--- src/design/sdram_regs.svh ---
// Command-path constants for the synchronous DRAM device logic.
`ifndef SDRAM_REGS_SVH
`define SDRAM_REGS_SVH
`define LEN_CODE_1    3'h0
`define LEN_CODE_2    3'h1
`define LEN_CODE_4    3'h2
`define LEN_CODE_8    3'h3
`define LEN_CODE_FULL 3'h7
`define COL_W         9
`define AUTO_PRE_BIT  10
`define CAS_LAT_MIN   2'h2
`define CAS_LAT_MAX   2'h3
`define CKE_RESET     1'b1
`define FIFO_DEPTH    32
`endif

--- src/design/sdram_pkg.sv ---
// Types and shared helpers for the synchronous DRAM device logic.
`include "sdram_regs.svh"
package sdram_pkg;
  typedef enum logic [1:0] {
    ST_IDLE  = 2'b00,
    ST_READ  = 2'b01,
    ST_WRITE = 2'b11,
    ST_SELF  = 2'b10
  } state_t;

  typedef logic [`COL_W-1:0] col_t;

  // Mask of the column bits that a burst of the given code may change.
  function automatic col_t burst_mask(input logic [2:0] code);
    unique case (code)
      `LEN_CODE_2:    burst_mask = 9'h001;
      `LEN_CODE_4:    burst_mask = 9'h003;
      `LEN_CODE_8:    burst_mask = 9'h007;
      `LEN_CODE_FULL: burst_mask = 9'h1FF;
      default:       burst_mask = 9'h000;
    endcase
  endfunction : burst_mask

  // Column of beat k: the masked low bits count or toggle, the rest hold.
  function automatic col_t beat_col(input col_t start, input col_t k,
                                    input col_t mask, input logic il);
    col_t low;
    low = il ? (start ^ k) : col_t'(start + k);
    beat_col = (start & ~mask) | (low & mask);
  endfunction : beat_col

  function automatic logic [3:0] bank_bit(input logic [1:0] b);
    bank_bit = 4'(4'h1 << b);
  endfunction : bank_bit
endpackage : sdram_pkg

--- src/design/sdram_core.sv ---
// Device-side command, burst and power-mode logic of a four-bank SDRAM.
`timescale 1ns/10ps
`include "sdram_regs.svh"

module sdram_fifo #(
  parameter int WIDTH = 36,
  parameter int DEPTH = `FIFO_DEPTH
) (
  input  wire logic             i_clk,
  input  wire logic             i_rst_n,
  input  wire logic             i_valid,
  output logic                  o_ready,
  input  wire logic [WIDTH-1:0] i_data,
  output logic                  o_valid,
  input  wire logic             i_ready,
  output logic [WIDTH-1:0]      o_data
);
  localparam int AW = $clog2(DEPTH);
  logic [WIDTH-1:0] mem [DEPTH];
  logic [AW:0]      wr_ptr;
  logic [AW:0]      rd_ptr;
  wire  full  = (wr_ptr[AW] != rd_ptr[AW]) &&
                (wr_ptr[AW-1:0] == rd_ptr[AW-1:0]);
  wire  empty = (wr_ptr == rd_ptr);
  wire  push  = i_valid & ~full;
  wire  pop   = ~empty & i_ready;

  assign o_ready = ~full;
  assign o_valid = ~empty;
  assign o_data  = mem[rd_ptr[AW-1:0]];

  always_ff @(posedge i_clk or negedge i_rst_n) begin
    if (!i_rst_n) begin
      wr_ptr <= '0;
      rd_ptr <= '0;
    end else begin
      wr_ptr <= wr_ptr + (AW+1)'(push);
      rd_ptr <= rd_ptr + (AW+1)'(pop);
    end
  end

  always_ff @(posedge i_clk) begin
    if (push) begin
      mem[wr_ptr[AW-1:0]] <= i_data;
    end
  end
endmodule : sdram_fifo

// Functional notes
// - Burst stop during a full-page write discards the remaining write beats.
// - After burst stop on a read, data outputs float after CAS latency.
// - Sequential burst counts up in the low 1/2/3 bits without carry.
// - Interleaved burst starts at given column and toggles low column bits.
// - Address bit ten high on read or write requests auto precharge, except on full-page bursts.
// - Read auto precharge starts CAS latency minus one beats before the end.
// - Write auto precharge starts one clock after the last data beat.
// - Precharge is chip select, row strobe, write enable low, column high.
// - Precharge closes one bank or all, per bit ten and bank selects.
// - Self refresh entry: refresh code with clock enable low, all banks idle.
// - Self refresh ignores all but clock enable and leaves when it rises.
// - No-operation and deselect do nothing and never end a running burst.
// - Clock enable low with a bank open suspends one clock later.
// - Suspend ends one clock after clock enable is high; work resumes.
// - Column access: chip select and column strobe low; write enable picks.
// - Burst stop: strobes high, chip select and write enable low.
module sdram_core import sdram_pkg::*; #(
  parameter int FIFO_DEPTH = `FIFO_DEPTH
) (
  input  wire logic        i_clk,
  input  wire logic        i_rst_n,
  input  wire logic        i_cke,
  input  wire logic        i_cs_n,
  input  wire logic        i_ras_n,
  input  wire logic        i_cas_n,
  input  wire logic        i_we_n,
  input  wire logic [12:0] i_addr,
  input  wire logic        i_bank_select_low,
  input  wire logic        i_bank_select_high,
  input  wire logic [15:0] i_dq,
  output logic      [15:0] o_dq,
  output logic             o_dq_oe,
  input  wire logic [2:0]  i_burst_code,
  input  wire logic        i_interleaved,
  input  wire logic [1:0]  i_cas_latency,
  input  wire logic [15:0] i_rd_data,
  output logic             o_rd_req,
  output logic      [1:0]  o_rd_bank,
  output logic      [8:0]  o_rd_col,
  output logic             o_wr_valid,
  input  wire logic        i_wr_ready,
  output logic      [1:0]  o_wr_bank,
  output logic      [8:0]  o_wr_col,
  output logic      [15:0] o_wr_data,
  output logic      [3:0]  o_bank_open,
  output logic      [3:0]  o_precharge,
  output logic             o_self_refresh,
  output logic             o_power_down,
  output logic             o_suspend,
  output logic             o_busy
);
  state_t     st;
  state_t     next_st;
  col_t       k;
  col_t       col_q;
  col_t       start;
  col_t       mask_q;
  logic [1:0] bank_q;
  logic [1:0] wap_bank;
  logic       il_q;
  logic       full_q;
  logic       ap_q;
  logic       wap_pend;
  logic       cke_q;
  logic [1:0] pipe_v;
  logic [15:0] pipe_d [2];
  logic [3:0] bank_open;

  // Commands are taken only with clock enable high on the previous edge.
  wire cmd_ok = cke_q & (st != ST_SELF) & ~i_cs_n;
  wire c_act  = cmd_ok & ~i_ras_n &  i_cas_n &  i_we_n;
  wire c_rd   = cmd_ok &  i_ras_n & ~i_cas_n &  i_we_n;
  wire c_wr   = cmd_ok &  i_ras_n & ~i_cas_n & ~i_we_n;
  wire c_pre  = cmd_ok & ~i_ras_n &  i_cas_n & ~i_we_n;
  wire c_ref  = cmd_ok & ~i_ras_n & ~i_cas_n &  i_we_n;
  wire c_bst  = cmd_ok &  i_ras_n &  i_cas_n & ~i_we_n;

  wire [1:0] cmd_bank = {i_bank_select_high, i_bank_select_low};
  wire col_t cmd_col  = i_addr[`COL_W-1:0];
  wire col_t cmd_mask = burst_mask(i_burst_code);
  wire cmd_full = (i_burst_code == `LEN_CODE_FULL);
  wire cmd_ap   = i_addr[`AUTO_PRE_BIT] & ~cmd_full;
  wire any_open = |bank_open;
  wire busy     = (st == ST_READ) | (st == ST_WRITE);

  // Suspend freezes bursts one edge after clock enable is seen low.
  wire frozen = ~cke_q & any_open & (st != ST_SELF);

  wire [1:0] lat = (i_cas_latency < `CAS_LAT_MIN) ? `CAS_LAT_MIN :
                   (i_cas_latency > `CAS_LAT_MAX) ? `CAS_LAT_MAX :
                   i_cas_latency;
  wire col_t lead = col_t'(lat - 2'h1);

  logic fifo_rdy;
  // A full write buffer holds the write burst until room returns.
  wire beat_go = busy & ~frozen & ~c_bst & ~c_rd & ~c_wr &
                 ((st != ST_WRITE) | fifo_rdy);
  wire last    = ~full_q & (k == mask_q);
  wire col_t next_k   = col_t'(k + 9'h001);
  wire col_t next_col = beat_col(start, next_k, mask_q, il_q);
  wire col_t wr1_col  = beat_col(cmd_col, 9'h001, cmd_mask, i_interleaved);
  wire rd_beat   = beat_go & (st == ST_READ);
  wire wr_beat   = beat_go & (st == ST_WRITE);
  wire wr_cmd_go = c_wr & fifo_rdy;

  wire rd_ap_hit = rd_beat & ap_q &
                   ((col_t'(mask_q - k) == lead) |
                    ((k == 9'h000) & (mask_q < lead)));
  wire wr_ap_set = (wr_beat & ap_q & last) |
                   (wr_cmd_go & cmd_ap & (cmd_mask == 9'h000));
  wire [3:0] cmd_pre_vec = ~c_pre ? 4'h0 :
                           i_addr[`AUTO_PRE_BIT] ? 4'hF :
                           bank_bit(cmd_bank);
  wire [3:0] pre_vec = cmd_pre_vec |
                       (rd_ap_hit ? bank_bit(bank_q) : 4'h0) |
                       (wap_pend & ~frozen ? bank_bit(wap_bank) : 4'h0);
  wire [3:0] act_vec = c_act ? bank_bit(cmd_bank) : 4'h0;

  wire        fifo_in_valid = wr_cmd_go | wr_beat;
  wire [26:0] fifo_in_data  = wr_cmd_go ? {cmd_bank, cmd_col, i_dq} :
                                          {bank_q, col_q, i_dq};

  always_comb begin
    next_st = st;
    unique case (st)
      ST_SELF: begin
        if (i_cke) begin
          next_st = ST_IDLE;
        end
      end
      ST_IDLE, ST_READ, ST_WRITE: begin
        if (c_ref & ~i_cke & ~any_open & (st == ST_IDLE)) begin
          next_st = ST_SELF;
        end else if (c_rd) begin
          next_st = ST_READ;
        end else if (wr_cmd_go) begin
          next_st = (cmd_mask == 9'h000) ? ST_IDLE : ST_WRITE;
        end else if (c_bst | (beat_go & last)) begin
          next_st = ST_IDLE;
        end
      end
    endcase
  end

  always_ff @(posedge i_clk or negedge i_rst_n) begin
    if (!i_rst_n) begin
      st    <= ST_IDLE;
      cke_q <= `CKE_RESET;
    end else begin
      st    <= next_st;
      cke_q <= i_cke;
    end
  end

  always_ff @(posedge i_clk or negedge i_rst_n) begin
    if (!i_rst_n) begin
      k      <= '0;
      col_q  <= '0;
      start  <= '0;
      mask_q <= '0;
      bank_q <= '0;
      il_q   <= 1'b0;
      full_q <= 1'b0;
      ap_q   <= 1'b0;
    end else if (c_rd | wr_cmd_go) begin
      k      <= c_rd ? 9'h000 : 9'h001;
      col_q  <= c_rd ? cmd_col : wr1_col;
      start  <= cmd_col;
      mask_q <= cmd_mask;
      bank_q <= cmd_bank;
      il_q   <= i_interleaved;
      full_q <= cmd_full;
      ap_q   <= cmd_ap;
    end else if (beat_go) begin
      k     <= next_k;
      col_q <= next_col;
    end
  end

  always_ff @(posedge i_clk or negedge i_rst_n) begin
    if (!i_rst_n) begin
      wap_pend    <= 1'b0;
      wap_bank    <= '0;
      bank_open   <= '0;
      o_precharge <= '0;
    end else begin
      if (wr_ap_set) begin
        wap_pend <= 1'b1;
        wap_bank <= wr_cmd_go ? cmd_bank : bank_q;
      end else if (!frozen) begin
        wap_pend <= 1'b0;
      end
      bank_open   <= (bank_open | act_vec) & ~pre_vec;
      o_precharge <= pre_vec;
    end
  end

  // Read data rides a two-stage pipe; the CAS latency picks the tap.
  always_ff @(posedge i_clk or negedge i_rst_n) begin
    if (!i_rst_n) begin
      pipe_v <= '0;
    end else if (!frozen) begin
      pipe_v <= {pipe_v[0], rd_beat};
    end
  end

  always_ff @(posedge i_clk) begin
    if (!frozen) begin
      pipe_d[0] <= i_rd_data;
      pipe_d[1] <= pipe_d[0];
    end
  end

  assign o_dq    = (lat == `CAS_LAT_MAX) ? pipe_d[1] : pipe_d[0];
  assign o_dq_oe = (lat == `CAS_LAT_MAX) ? pipe_v[1] : pipe_v[0];

  sdram_fifo #(.WIDTH(27), .DEPTH(FIFO_DEPTH)) u_wr_fifo (
    .i_clk   (i_clk),
    .i_rst_n (i_rst_n),
    .i_valid (fifo_in_valid),
    .o_ready (fifo_rdy),
    .i_data  (fifo_in_data),
    .o_valid (o_wr_valid),
    .i_ready (i_wr_ready),
    .o_data  ({o_wr_bank, o_wr_col, o_wr_data})
  );

  assign o_rd_req       = rd_beat;
  assign o_rd_bank      = bank_q;
  assign o_rd_col       = col_q;
  assign o_bank_open    = bank_open;
  assign o_self_refresh = (st == ST_SELF);
  assign o_power_down   = ~cke_q & ~any_open & (st != ST_SELF);
  assign o_suspend      = frozen;
  assign o_busy         = busy;

  a_bst_write_drop: assert property (@(posedge i_clk) disable iff (!i_rst_n)
    (c_bst && st == ST_WRITE) |-> !fifo_in_valid ##1 st == ST_IDLE)
    else $error("write beat stored after burst stop");

  a_bst_read_float: assert property (@(posedge i_clk) disable iff (!i_rst_n)
    (c_bst && st == ST_READ && i_cke) ##1 (i_cke && !c_rd)[*2]
    |-> !o_dq_oe)
    else $error("data outputs still driven after burst stop");

  a_seq_no_carry: assert property (@(posedge i_clk) disable iff (!i_rst_n)
    (busy && !il_q) |-> ((col_q & ~mask_q) == (start & ~mask_q)) &&
    (col_t'((col_q - start) & mask_q) == col_t'(k & mask_q)))
    else $error("sequential column carried or miscounted");

  a_il_column: assert property (@(posedge i_clk) disable iff (!i_rst_n)
    (busy && il_q) |-> col_q == (start ^ (k & mask_q)))
    else $error("interleaved column wrong");

  a_wr_ap_delay: assert property (@(posedge i_clk) disable iff (!i_rst_n)
    (wr_beat && ap_q && last && cke_q && i_cke) |=> ##1
    (o_precharge & bank_bit($past(bank_q, 2))) != 4'h0)
    else $error("write auto precharge not one clock after last beat");

  a_pre_all: assert property (@(posedge i_clk) disable iff (!i_rst_n)
    (c_pre && i_addr[`AUTO_PRE_BIT]) |=>
    (o_bank_open == 4'h0 && o_precharge == 4'hF))
    else $error("precharge-all left a bank open");

  a_pre_one: assert property (@(posedge i_clk) disable iff (!i_rst_n)
    (c_pre && !i_addr[`AUTO_PRE_BIT] && !c_act) |=>
    o_bank_open == ($past(bank_open) & ~bank_bit($past(cmd_bank))))
    else $error("single-bank precharge closed the wrong set");

  a_self_stay: assert property (@(posedge i_clk) disable iff (!i_rst_n)
    (st == ST_SELF && !i_cke) |=> st == ST_SELF)
    else $error("self refresh left with clock enable low");

  a_self_enter: assert property (@(posedge i_clk) disable iff (!i_rst_n)
    (c_ref && !i_cke && !any_open && st == ST_IDLE) |=> o_self_refresh)
    else $error("self refresh not entered");

  a_suspend_enter: assert property (@(posedge i_clk) disable iff (!i_rst_n)
    (!i_cke && any_open && st != ST_SELF && act_vec == 4'h0 &&
     pre_vec == 4'h0) |=> o_suspend)
    else $error("clock suspend not entered one clock after enable low");

  a_suspend_exit: assert property (@(posedge i_clk) disable iff (!i_rst_n)
    (o_suspend && i_cke) |=> !o_suspend)
    else $error("clock suspend not left one clock after enable high");
endmodule : sdram_core

--- config.mk ---
export PLATFORM = sky130hd
export DESIGN_NAME = sdram_core
export DESIGN_NICKNAME = d
export VERILOG_FILES = /design/src/design/sdram_pkg.sv /design/src/design/sdram_core.sv
export VERILOG_INCLUDE_DIRS = /design/src /design/src/design
export SDC_FILE = /design/constraint.sdc
export NUM_CORES = 1
export LEC_CHECK = 0
export ABC_AREA = 1
export BUFFER_PORTS_ARGS = -buffer_cell sky130_fd_sc_hd__buf_2
export CORE_MARGIN = 2
export CORE_UTILIZATION = 50
export CTS_CLUSTER_SIZE = 8
export DETAILED_ROUTE_END_ITERATION = 10
export GPL_ROUTABILITY_DRIVEN = 0
export HOLD_SLACK_MARGIN = 0.15
export PLACE_DENSITY = 0.67
export SYNTH_ARGS = -nofsm -noshare
export SYNTH_HDL_FRONTEND = slang
export SYNTH_SLANG_ARGS = --single-unit
--- constraint.sdc ---
create_clock -name i_clk -period 4.2 [get_ports i_clk]
set_clock_uncertainty 0.2 [all_clocks]
set_input_delay 0.21 -clock i_clk [delete_from_list [all_inputs] [get_ports i_clk]]
set_output_delay 0.21 -clock i_clk [all_outputs]
set_load 0.01 [all_outputs]
**Yosys cells after proc, flatten, opt, wreduce, memory -nomap -nowiden**

Memory sizes are Yosys's and may differ from the RTL's.
Cells that the tools add are included.

- Bits in registers: 69
- Bits in writable memories: 896
- Output and inout port bits: 69
- Word-level logic and storage cells: 169
- Memories kept: 2

Memories:

| name | depth | bits a word | rd ports | clocked after memory_dff | write ports | line | source |
|---|---|---|---|---|---|---|---|
| u_wr_fifo.mem | 32 | 27 | 1 | 0 | 1 | sdram_core.sv:19 | `logic [WIDTH-1:0] mem [DEPTH];` |
| pipe_d | 2 | 16 | 2 | 0 | 2 | sdram_core.sv:115 | `logic [15:0] pipe_d [2];` |

- Add/sub/neg operators: 7
- Order comparisons: 3
- Equality and inequality tests: 18
- Shift-type cells: 3
- Mux-type cells: 32
- Bitwise logic cells: 79
- Reductions and logical operators: 8

Operators by type and width:

| cell | count |
|---|---|
| 9-bit two-way mux | 7 |
| 1-bit AND | 42 |
| 9-bit AND | 4 |
| 9-bit one-hot mux with 4 select lines | 1 |
| 27-bit two-way mux | 1 |
| 4-bit two-way mux | 5 |
| 9-bit by 1-bit adder with 9-bit output (second input constant) | 2 |
| 9-bit == test | 2 |
| 9-bit logical NOT | 2 |
| 2-bit two-way mux | 9 |
| 9-bit inverter | 2 |
| 9-bit OR | 2 |
| 16-bit two-way mux | 1 |
| 1-bit inverter | 16 |
| 6-bit by 1-bit adder with 6-bit output | 2 |
| 4-bit OR | 3 |
| 1-bit by 2-bit left shift with 4-bit output (first input constant) | 3 |
| 9-bit adder | 1 |
| 9-bit less-than comparator | 1 |
| 9-bit subtractor | 1 |
| 9-bit bitwise XOR | 1 |
| 1-bit two-way mux | 7 |
| 1-bit OR | 7 |
| 2-bit == test (second input constant) | 3 |
| 22 further kinds | 25 |

**Depth between registers and ports, before layout**

Gate-level depths: netlist (run 1).

- Depth in word-level cells: 19
- Depth in mapped cells: 17
- Gate-level depth less buffers: 17

**By module**

Synthesis (run 1) repeated with hierarchy kept, for this count alone.

- Cells, all modules: 4098
- Area, all modules: 42205.5 um^2

By module, submodules not included:

| module | instances | cells an instance | area an instance (um^2) |
|---|---|---|---|
| sdram_fifo | 1 | 3458 | 37161.9 |
| sdram_core | 1 | 640 | 5043.6 |

**Worst setup path before layout (run 1)**

Ideal clock, no wire load.

- Path kind: register to register
- From: reg bank_open[2] (netlist: o_bank_open[2])
- To: mem u_wr_fifo.mem[0][0] (enable)
- Setup time: 0.411 ns
- Data arrival time: 3.037 ns
- Data required time: 3.589 ns
- Path slack: 0.552 ns
- Stages on the path, launching flop included: 10
- Buffers on the path: 0
- Cell sequence: dfrtp_1 -> inv_1 -> nand4_1 -> nand3_2 -> inv_1 -> nor3_1 -> o21ai_0 -> inv_2 -> nand2_1 -> nor2_1

- Longest elaborated chain between the ends: 14

Ends and longest elaborated chain:

| element | line | source |
|---|---|---|
| start, declared | sdram_core.sv:116 | `logic [3:0] bank_open;` |
| start signal, assigned | sdram_core.sv:242 | `bank_open <= (bank_open \| act_vec) & ~pre_vec;` |
| 4-bit OR reduction | sdram_core.sv:132 | `wire any_open = \|bank_open;` |
| 1-bit AND (2 in a row) | sdram_core.sv:136 | `wire frozen = ~cke_q & any_open & (st != ST_SELF);` |
| named net o_suspend | sdram_core.sv:98 | `output logic o_suspend,` |
| 1-bit inverter | sdram_core.sv:145 | `wire beat_go = busy & ~frozen & ~c_bst & ~c_rd & ~c_wr &` |
| 1-bit AND (5 in a row) | sdram_core.sv:145 |  |
| 1-bit AND | sdram_core.sv:152 | `wire wr_beat = beat_go & (st == ST_WRITE);` |
| 1-bit OR | sdram_core.sv:168 | `wire fifo_in_valid = wr_cmd_go \| wr_beat;` |
| 1-bit AND | sdram_core.sv:25 | `wire push = i_valid & ~full;` |
| 1-bit two-way mux | sdram_core.sv:43 | `if (push) begin` |
| 1-bit two-way mux (not written as such) | sdram_core.sv:44 | `mem[wr_ptr[AW-1:0]] <= i_data;` |
| end, declared | sdram_core.sv:19 |  |

The timed path passes the listed nets, and every way through them passes these cells.

**Final worst setup path (run 1)**

- From: reg u_wr_fifo.rd_ptr[0]
- To: out o_wr_col[2]

- Longest elaborated chain between the ends: 1

Ends and longest elaborated chain:

| element | line | source |
|---|---|---|
| start, declared | sdram_core.sv:21 | `logic [AW:0] rd_ptr;` |
| start signal, assigned | sdram_core.sv:38 | `rd_ptr <= rd_ptr + (AW+1)'(pop);` |
| memory 32 x 27 bit | -- |  |
| end, declared | sdram_core.sv:92 | `output logic [8:0] o_wr_col,` |

Every way passes these cells.

==> results of run 1 <==
metal layers:
metal  share of wire (%)  GRT usage [%]  vias to the layer above
li1                    -              -                    12042
met4                 2.7           8.67                        2
met5               0.011              0                        -
met3                 9.9           5.69                      211
met1                  40           36.6                    13539
met2                  47           41.6                     1449
worst reg2reg max path, stage by stage (launching register included):
cell     delay [ns]
dfrtp_4        0.75
inv_2          0.08
o21ai_1        0.13
nor2_1         0.07
nand2_1        0.11
nor2_4         0.06
nand2_4        0.10
o21ai_0        0.19
inv_2          0.18
nand2_1        0.39
nor2_4         0.71
buf_4          0.35
layout by cell type, fill, tap and decap left out, types with 8 or more instances in the layout:
master,synthesis,routed
edfxtp_1,896,896
o21ai_0,484,473
nor2_1,505,472
nand2_1,345,345
clkbuf_16,0,141
nand3_1,134,134
o22ai_1,131,131
buf_2,51,126
inv_1,126,125
dlygate4sd3_1,0,89
o221ai_1,86,86
dfrtp_1,62,59
buf_4,5,42
nand4_1,38,38
o21ai_1,36,37
nor2_4,2,35
buf_12,0,28
clkbuf_1,121,27
xor2_1,26,26
ha_1,24,24
o211ai_1,23,23
nor3_1,9,9
a21oi_1,9,9
o21ai_2,0,9
inv_2,7,8
synthesized netlist by cell type:
master and number:
edfxtp_1 896, nor2_1 505, o21ai_0 484, nand2_1 345
nand3_1 134, o22ai_1 131, inv_1 126, clkbuf_1 121
o221ai_1 86, dfrtp_1 62, buf_2 51, nand4_1 38
o21ai_1 36, xor2_1 26, ha_1 24, o211ai_1 23
buf_1 10, a21oi_1 9, nor3_1 9, inv_2 7
buf_6 6, buf_4 5, nand2_2 4, nand3_2 4
nand3b_1 4, nor4_1 4, o31ai_1 4, o21a_1 3
clkinv_1 2, fa_1 2, nand2_4 2, nor2_4 2
a21o_1 1, a21oi_4 1, a31oi_1 1, clkbuf_2 1
dfstp_2 1, inv_6 1, nor3_4 1, o21bai_1 1
or2_2 1
how the worst max path moves through the flow:
stage                   startpoint              endpoint  slack [ns]  cells past startpoint
6_report       u_wr_fifo.rd_ptr[0]           o_wr_col[2]        0.16                      9
5_1_grt        u_wr_fifo.rd_ptr[0]           o_wr_col[2]        0.04                      9
4_1_cts        u_wr_fifo.rd_ptr[0]           o_wr_col[2]        0.23                      9
3_5_place_dp   u_wr_fifo.rd_ptr[2]  u_wr_fifo.mem[24][0]        0.61                     11
3_3_place_gp   u_wr_fifo.rd_ptr[2]  u_wr_fifo.mem[24][0]        0.61                     11
2_1_floorplan       o_bank_open[2]   u_wr_fifo.mem[0][0]        0.55                      9
registers in the layout (all words and copies together), names as in the netlist, 4 cells and up:
name	flops
u_wr_fifo.mem	864
pipe_d	32
k	9
o_rd_col	9
start	9
u_wr_fifo.rd_ptr	6
u_wr_fifo.wr_ptr	6
mask_q	4
o_bank_open	4
o_precharge	4
per-stage QoR:
stage / power (mW) / hold WS (ns)
detailed placement: 22.4 / 0.108
global route: 34.1 / 0.225
CTS: 32.5 / 0.170
floorplan: 18.6 / -0.286
global placement: 22.1 / 0.0971
finish: 32.5 / 0.218
logic make-up after synthesis:
| kind of cell | Yosys count | share of synthesized area (%) |
|---|---|---|
| compound gates | 780 | 11.4 |
| xor+xnor | 26 | 0.580 |
| fa+ha+maj | 26 | 0.867 |
| buf+inv | 330 | 3.50 |
| flops | 959 | 72.6 |
| simple gates | 1053 | 11.0 |
cell type report:
type,instances,area share (%)
Multi-Input combinational cell,1885,20.9
Clock buffer,168,7.85
Timing Repair Buffer,285,5.18
Inverter,136,1.14
Sequential cell,959,61.6
Clock inverter,12,0.479
Tap cell,1040,2.81
power by group:
part	leakage (nW)	total (mW)	internal [mW]	switching (mW)
sequential	8.90	11.8	11.4	0.404
clock	1.87	9.96	6.08	3.88
combinational	5.36	10.8	3.11	7.64
total	16.1	32.5	20.6	11.9
==> flow_summary.yaml, run 1 <==
status:
  status: "finished, final reports clean"
clock_network:
  clock-root-buffer: "clkbuf_16"
  ctsHoldBuffers: 90
  cts_setup_buffers: 0
  cts_tree: "done"
  path_clk_slew_ns: 0.05
  cts.path.max_buffers: 3
  h-tree-depth: 4
  cts_sinks: 959
  cts_resized: 0
  insertion_delay_ns: 0.71
  cts_buffers: 138
die:
  die_w_um: 284
  fp.dieArea_um2: 80700
  core_um2: 77600
  start_util_pct: 50.6
  io_pins: 130
  die_y_um: 284
  row_count: 102
grt:
  antenna_found_initial: 4
  gr-total-overflow: 0
  first_global_vias: 26917
  grt_use_total_pct: 26.3
  grt_max_degree: 219
  grt_pass1_wl_um: 161000
critical_path:
  crit_fanout: 161
  critPathRequiredTime_ns: 3.79
  start_kind: "flip-flop"
  max_stage_delay_ns: 0.51
  r2r_setup_slack_ns: 0.56
  cp_top_family: "buffers and inverters"
  critPathKind: "flip-flop to primary output"
  end_kind: "primary output"
  r2r_cells: 11
  slowest_stage: "dfrtp_4"
  reg2reg_from: "u_wr_fifo.rd_ptr[2]"
  arrival_ns: 3.63
  worstPathCellList: "clkinv_8 -> buf_4 -> o21ai_0 -> o221ai_1 -> nand3_1 -> nand4_1 -> o21ai_1 -> inv_1 -> buf_2"
  path_buf_inv: 4
  timing.rr.end: "u_wr_fifo.mem[24][23]"
sta:
  fin_ws_ns: 0.155
  rsz0062_at_grt: "false"
  final-hold-violation-count: 0
  slew-limit-headroom_pct: 12.6
  tns_ns: 0
  timing.final.crit_share_pct: 96.3
  setup_viol: 0
  fmax_ghz: 0.247
  drv_slew: 0
  min_period_ns: 4.04
  tightest_slew_ns: 1.31
synth:
  syn_nets: 3261
  synth.top_cell.area_share_pct: 68.6
  syn_avg_cell_area_um2: 12.4
  synth_top_area_cell: "edfxtp_1"
  syn-instance-count: 3174
  ys_types: 41
  ys_ff_latch: 959
  ys_seq_area_share_pct: 72.6
  synth_area_leaders: "edfxtp_1 69%, o21ai_0 6.2%, nor2_1 4.8%"
  syn-cell-area_um2: 39200
  synth_warnings: 0
hold_path:
  hp-class: "input port to flip-flop"
  holdPathEnd: "start[2]"
  holdPathStages: 4
  hp-start: "i_addr[2]"
place:
  dp_cells: 4215
  io_buffers: 126
  placed_area_um2: 41500
  place_ws_ns: 0.610
  dpl.hpwl_um: 57800
finish:
  seqCellArea_um2: 28500
  post-route-util_pct: 59.6
  nets: 3492
  layoutNonFillerInstCount: 4485
  areaGrowthSynthToFinish_pct: 17.9
  multiInputGateArea_um2: 9680
  stdcell_area_um2: 46200
  n_fill_cell: 5993
  antenna_cells: 0
  drive_gt1_share_pct: 12.2
pwr:
  peakVddDrop_mv: 1.19
  p_per_area_nw_per_um2: 702
  leakage_nw: 16.1
drt:
  drt_iter0_drc: 3300
  routedWlPerCell_um: 23.8
  drc: 0
  via_count: 27243
  wl_um: 107000
  firstDrtPassIters: 6
  ant_nets: 0
  vias_per_cell: 6.07
run:
  cap_viol_max_count: 0
(Power assumes the default switching activity.)
==> run 2: changes to the inputs <==
--- a/config.mk
+++ b/config.mk
@@ -8,13 +8,14 @@
 export LEC_CHECK = 0
 export ABC_AREA = 1
 export BUFFER_PORTS_ARGS = -buffer_cell sky130_fd_sc_hd__buf_2
-export CORE_MARGIN = 2
-export CORE_UTILIZATION = 50
+export CELL_PAD_IN_SITES_DETAIL_PLACEMENT = 1
+export CELL_PAD_IN_SITES_GLOBAL_PLACEMENT = 2
+export CORE_UTILIZATION = 43
 export CTS_CLUSTER_SIZE = 8
 export DETAILED_ROUTE_END_ITERATION = 10
 export GPL_ROUTABILITY_DRIVEN = 0
 export HOLD_SLACK_MARGIN = 0.15
-export PLACE_DENSITY = 0.67
+export PLACE_DENSITY = 0.8
 export SYNTH_ARGS = -nofsm -noshare
 export SYNTH_HDL_FRONTEND = slang
 export SYNTH_SLANG_ARGS = --single-unit
==> run 2 against run 1 <==
  * Routed wire length grew 17%
  * Clock power is essentially flat
  * Final area grew 0.78%
  * Clock-buffer cell count grew 1
  * Critical path depth is the same
  * First-iteration DRC count shrank 24%
  * Flip-flop and latch count is the same
  * Via count grew 1.4%
  * Worst setup slack gained 0.10 ns
  * Combinational power is essentially flat
  * Total power grew 1.4%
  * Critical path type unchanged
==> flow_summary.yaml, run 2 (synthesis gave the netlist of run 1 again) <==
sta:
  setup_viol: 0
  drv_slew: 0
  tns_ns: 0
  tightest_slew_ns: 1.21
  final-hold-violation-count: 0
  min_period_ns: 3.94
  slew-limit-headroom_pct: 19.3
  rsz0062_at_grt: "false"
  fmax_ghz: 0.254
  timing.final.crit_share_pct: 93.8
  whs_ns: 0.197
status:
  status: "finished, final reports clean"
clock_network:
  cts_tree: "done"
  insertion_delay_ns: 0.74
  cts_sinks: 959
  h-tree-depth: 4
  cts_buffers: 138
  cts.path.max_buffers: 3
  path_clk_slew_ns: 0.05
  clock-root-buffer: "clkbuf_16"
hold_path:
  hp-class: "input port to flip-flop"
  holdPathEnd: "o_rd_bank[0]"
  hp-start: "i_bank_select_low"
  holdPathStages: 4
critical_path:
  reg2reg_from: "cke_q"
  crit_fanout: 92
  start_kind: "flip-flop"
  slowest_stage: "dfrtp_4"
  path_buf_inv: 4
  arrival_ns: 3.53
  critPathKind: "flip-flop to primary output"
  cp_top_family: "buffers and inverters"
  worstPathCellList: "clkinv_16 -> buf_4 -> o21ai_0 -> o221ai_1 -> nand3_1 -> nand3_1 -> o21ai_1 -> inv_1 -> buf_2"
  r2r_setup_slack_ns: 0.53
  timing.rr.end: "u_wr_fifo.mem[9][17]"
  crit_top_cell: "nand3_1"
  end_kind: "primary output"
  critPathRequiredTime_ns: 3.79
  r2r_cells: 9
  max_stage_delay_ns: 0.77
drt:
  vias_per_cell: 5.94
  ant_nets: 0
  drc: 0
  routedWlPerCell_um: 26.8
  wl_um: 125000
  via_count: 27621
  drt_iter0_drc: 2508
  firstDrtPassIters: 7
finish:
  final_cell_mix: "896 x edfxtp_1, 473 x o21ai_0, 472 x nor2_1"
  layout_commonest_cell: "edfxtp_1"
  nets: 3514
  drive_gt1_share_pct: 12.7
  largest_register_ffs: 864
  areaGrowthSynthToFinish_pct: 18.8
  multiInputGateArea_um2: 9670
  seqCellArea_um2: 28500
  n_fill_cell: 9068
grt:
  antenna_found_initial: 1
  grt_max_degree: 167
  first_global_vias: 29334
  grt_pass1_wl_um: 185000
  gr-total-overflow: 0
  grt_use_total_pct: 26.9
die:
  core_um2: 90100
  row_count: 110
  die_y_um: 304
  fp.dieArea_um2: 92500
  die_w_um: 304
  start_util_pct: 43.5
  io_pins: 130
place:
  dpl.hpwl_um: 67900
  io_buffers: 126
pwr:
  peakVddDrop_mv: 0.547
  p_per_area_nw_per_um2: 707
  leakage_nw: 16.2
run:
  cap_viol_max_count: 0
-- run 2: changes by cell type in the layout (fill, tap and decap cells not counted), sizes merged --
cell	delta
inv	+1
clkinv	+1
clkbuf	+1
diode	+3
bufinv	-1
dlygate4sd3	+6
buf	+16
-- run 2: worst max path at each step --
stage                         from              endpoint  slack [ns]  cells past startpoint
2_1_floorplan       o_bank_open[2]   u_wr_fifo.mem[0][0]        0.55                      9
3_3_place_gp   u_wr_fifo.rd_ptr[0]  u_wr_fifo.mem[17][0]        0.56                     10
3_5_place_dp   u_wr_fifo.rd_ptr[0]  u_wr_fifo.mem[9][17]        0.51                     10
4_1_cts        u_wr_fifo.rd_ptr[0]           o_wr_col[8]        0.01                      9
5_1_grt        u_wr_fifo.rd_ptr[0]           o_wr_col[0]        0.11                      8
6_report       u_wr_fifo.rd_ptr[0]           o_wr_col[4]        0.26                      9
-- run 2: worst reg2reg max path, delay by kind of cell, from the launching register on --
kind	cells	cell delay [ns]
simple gates	5	1.88
flops	1	0.54
buf+inv	3	0.52
compound gates	1	0.18
-- run 2: timing repair --
| action | in CTS | in global routing |
|---|---|---|
| gates resized for setup | 3 | 2 |
| endpoints found under the hold margin | 916 | 0 |
| hold buffers | 96 | 0 |
| setup endpoints to repair | 10 | 9 |
| cloned | 0 | 0 |
| setup buffers | 0 | 1 |
-- run 2: stage by stage --
stage | utilization (%) | total power [mW] | instances | area, um^2 | setup WS [ns]
global route | 51.7 | 34.5 | 4646 | 46600 | 0.105
global placement | 46.3 | 22.2 | 4366 | 41800 | 0.561
finish | 51.7 | 32.9 | 4648 | 46600 | 0.260
detailed placement | 46.3 | 22.8 | 4366 | 41800 | 0.507
CTS | 51.7 | 33.0 | 4644 | 46600 | 0.0140
floorplan | - | 18.6 | 3174 | 39200 | 0.552
-- run 2: cell type report --
| cell class | instances | area share, % |
|---|---|---|
| multi-input combinational | 1885 | 20.7 |
| inverter | 136 | 1.16 |
| tap | 1176 | 3.16 |
| clock buffer | 169 | 7.80 |
| sequential | 959 | 61.1 |
| clock inverter | 13 | 0.413 |
| timing repair buffer | 307 | 5.57 |
| antenna | 3 | 0.0161 |
-- run 2: power breakdown --
part	switching, mW	internal, mW	total, mW	leakage, nW
Combinational	7.92	3.16	11.1	5.48
Clock	4.04	6.03	10.1	1.86
Sequential	0.422	11.4	11.8	8.90
-- run 2: routing by layer --
| metal | vias to the layer above | global-route usage (%) | wire [um] |
|---|---|---|---|
| li1 | 12095 | - | - |
| met1 | 14392 | 35.1 | 52100 |
| met2 | 907 | 45.6 | 62300 |
| met3 | 227 | 4.14 | 6620 |
| met4 | 0 | 9.74 | 3760 |
| met5 | - | 0 | 0 |
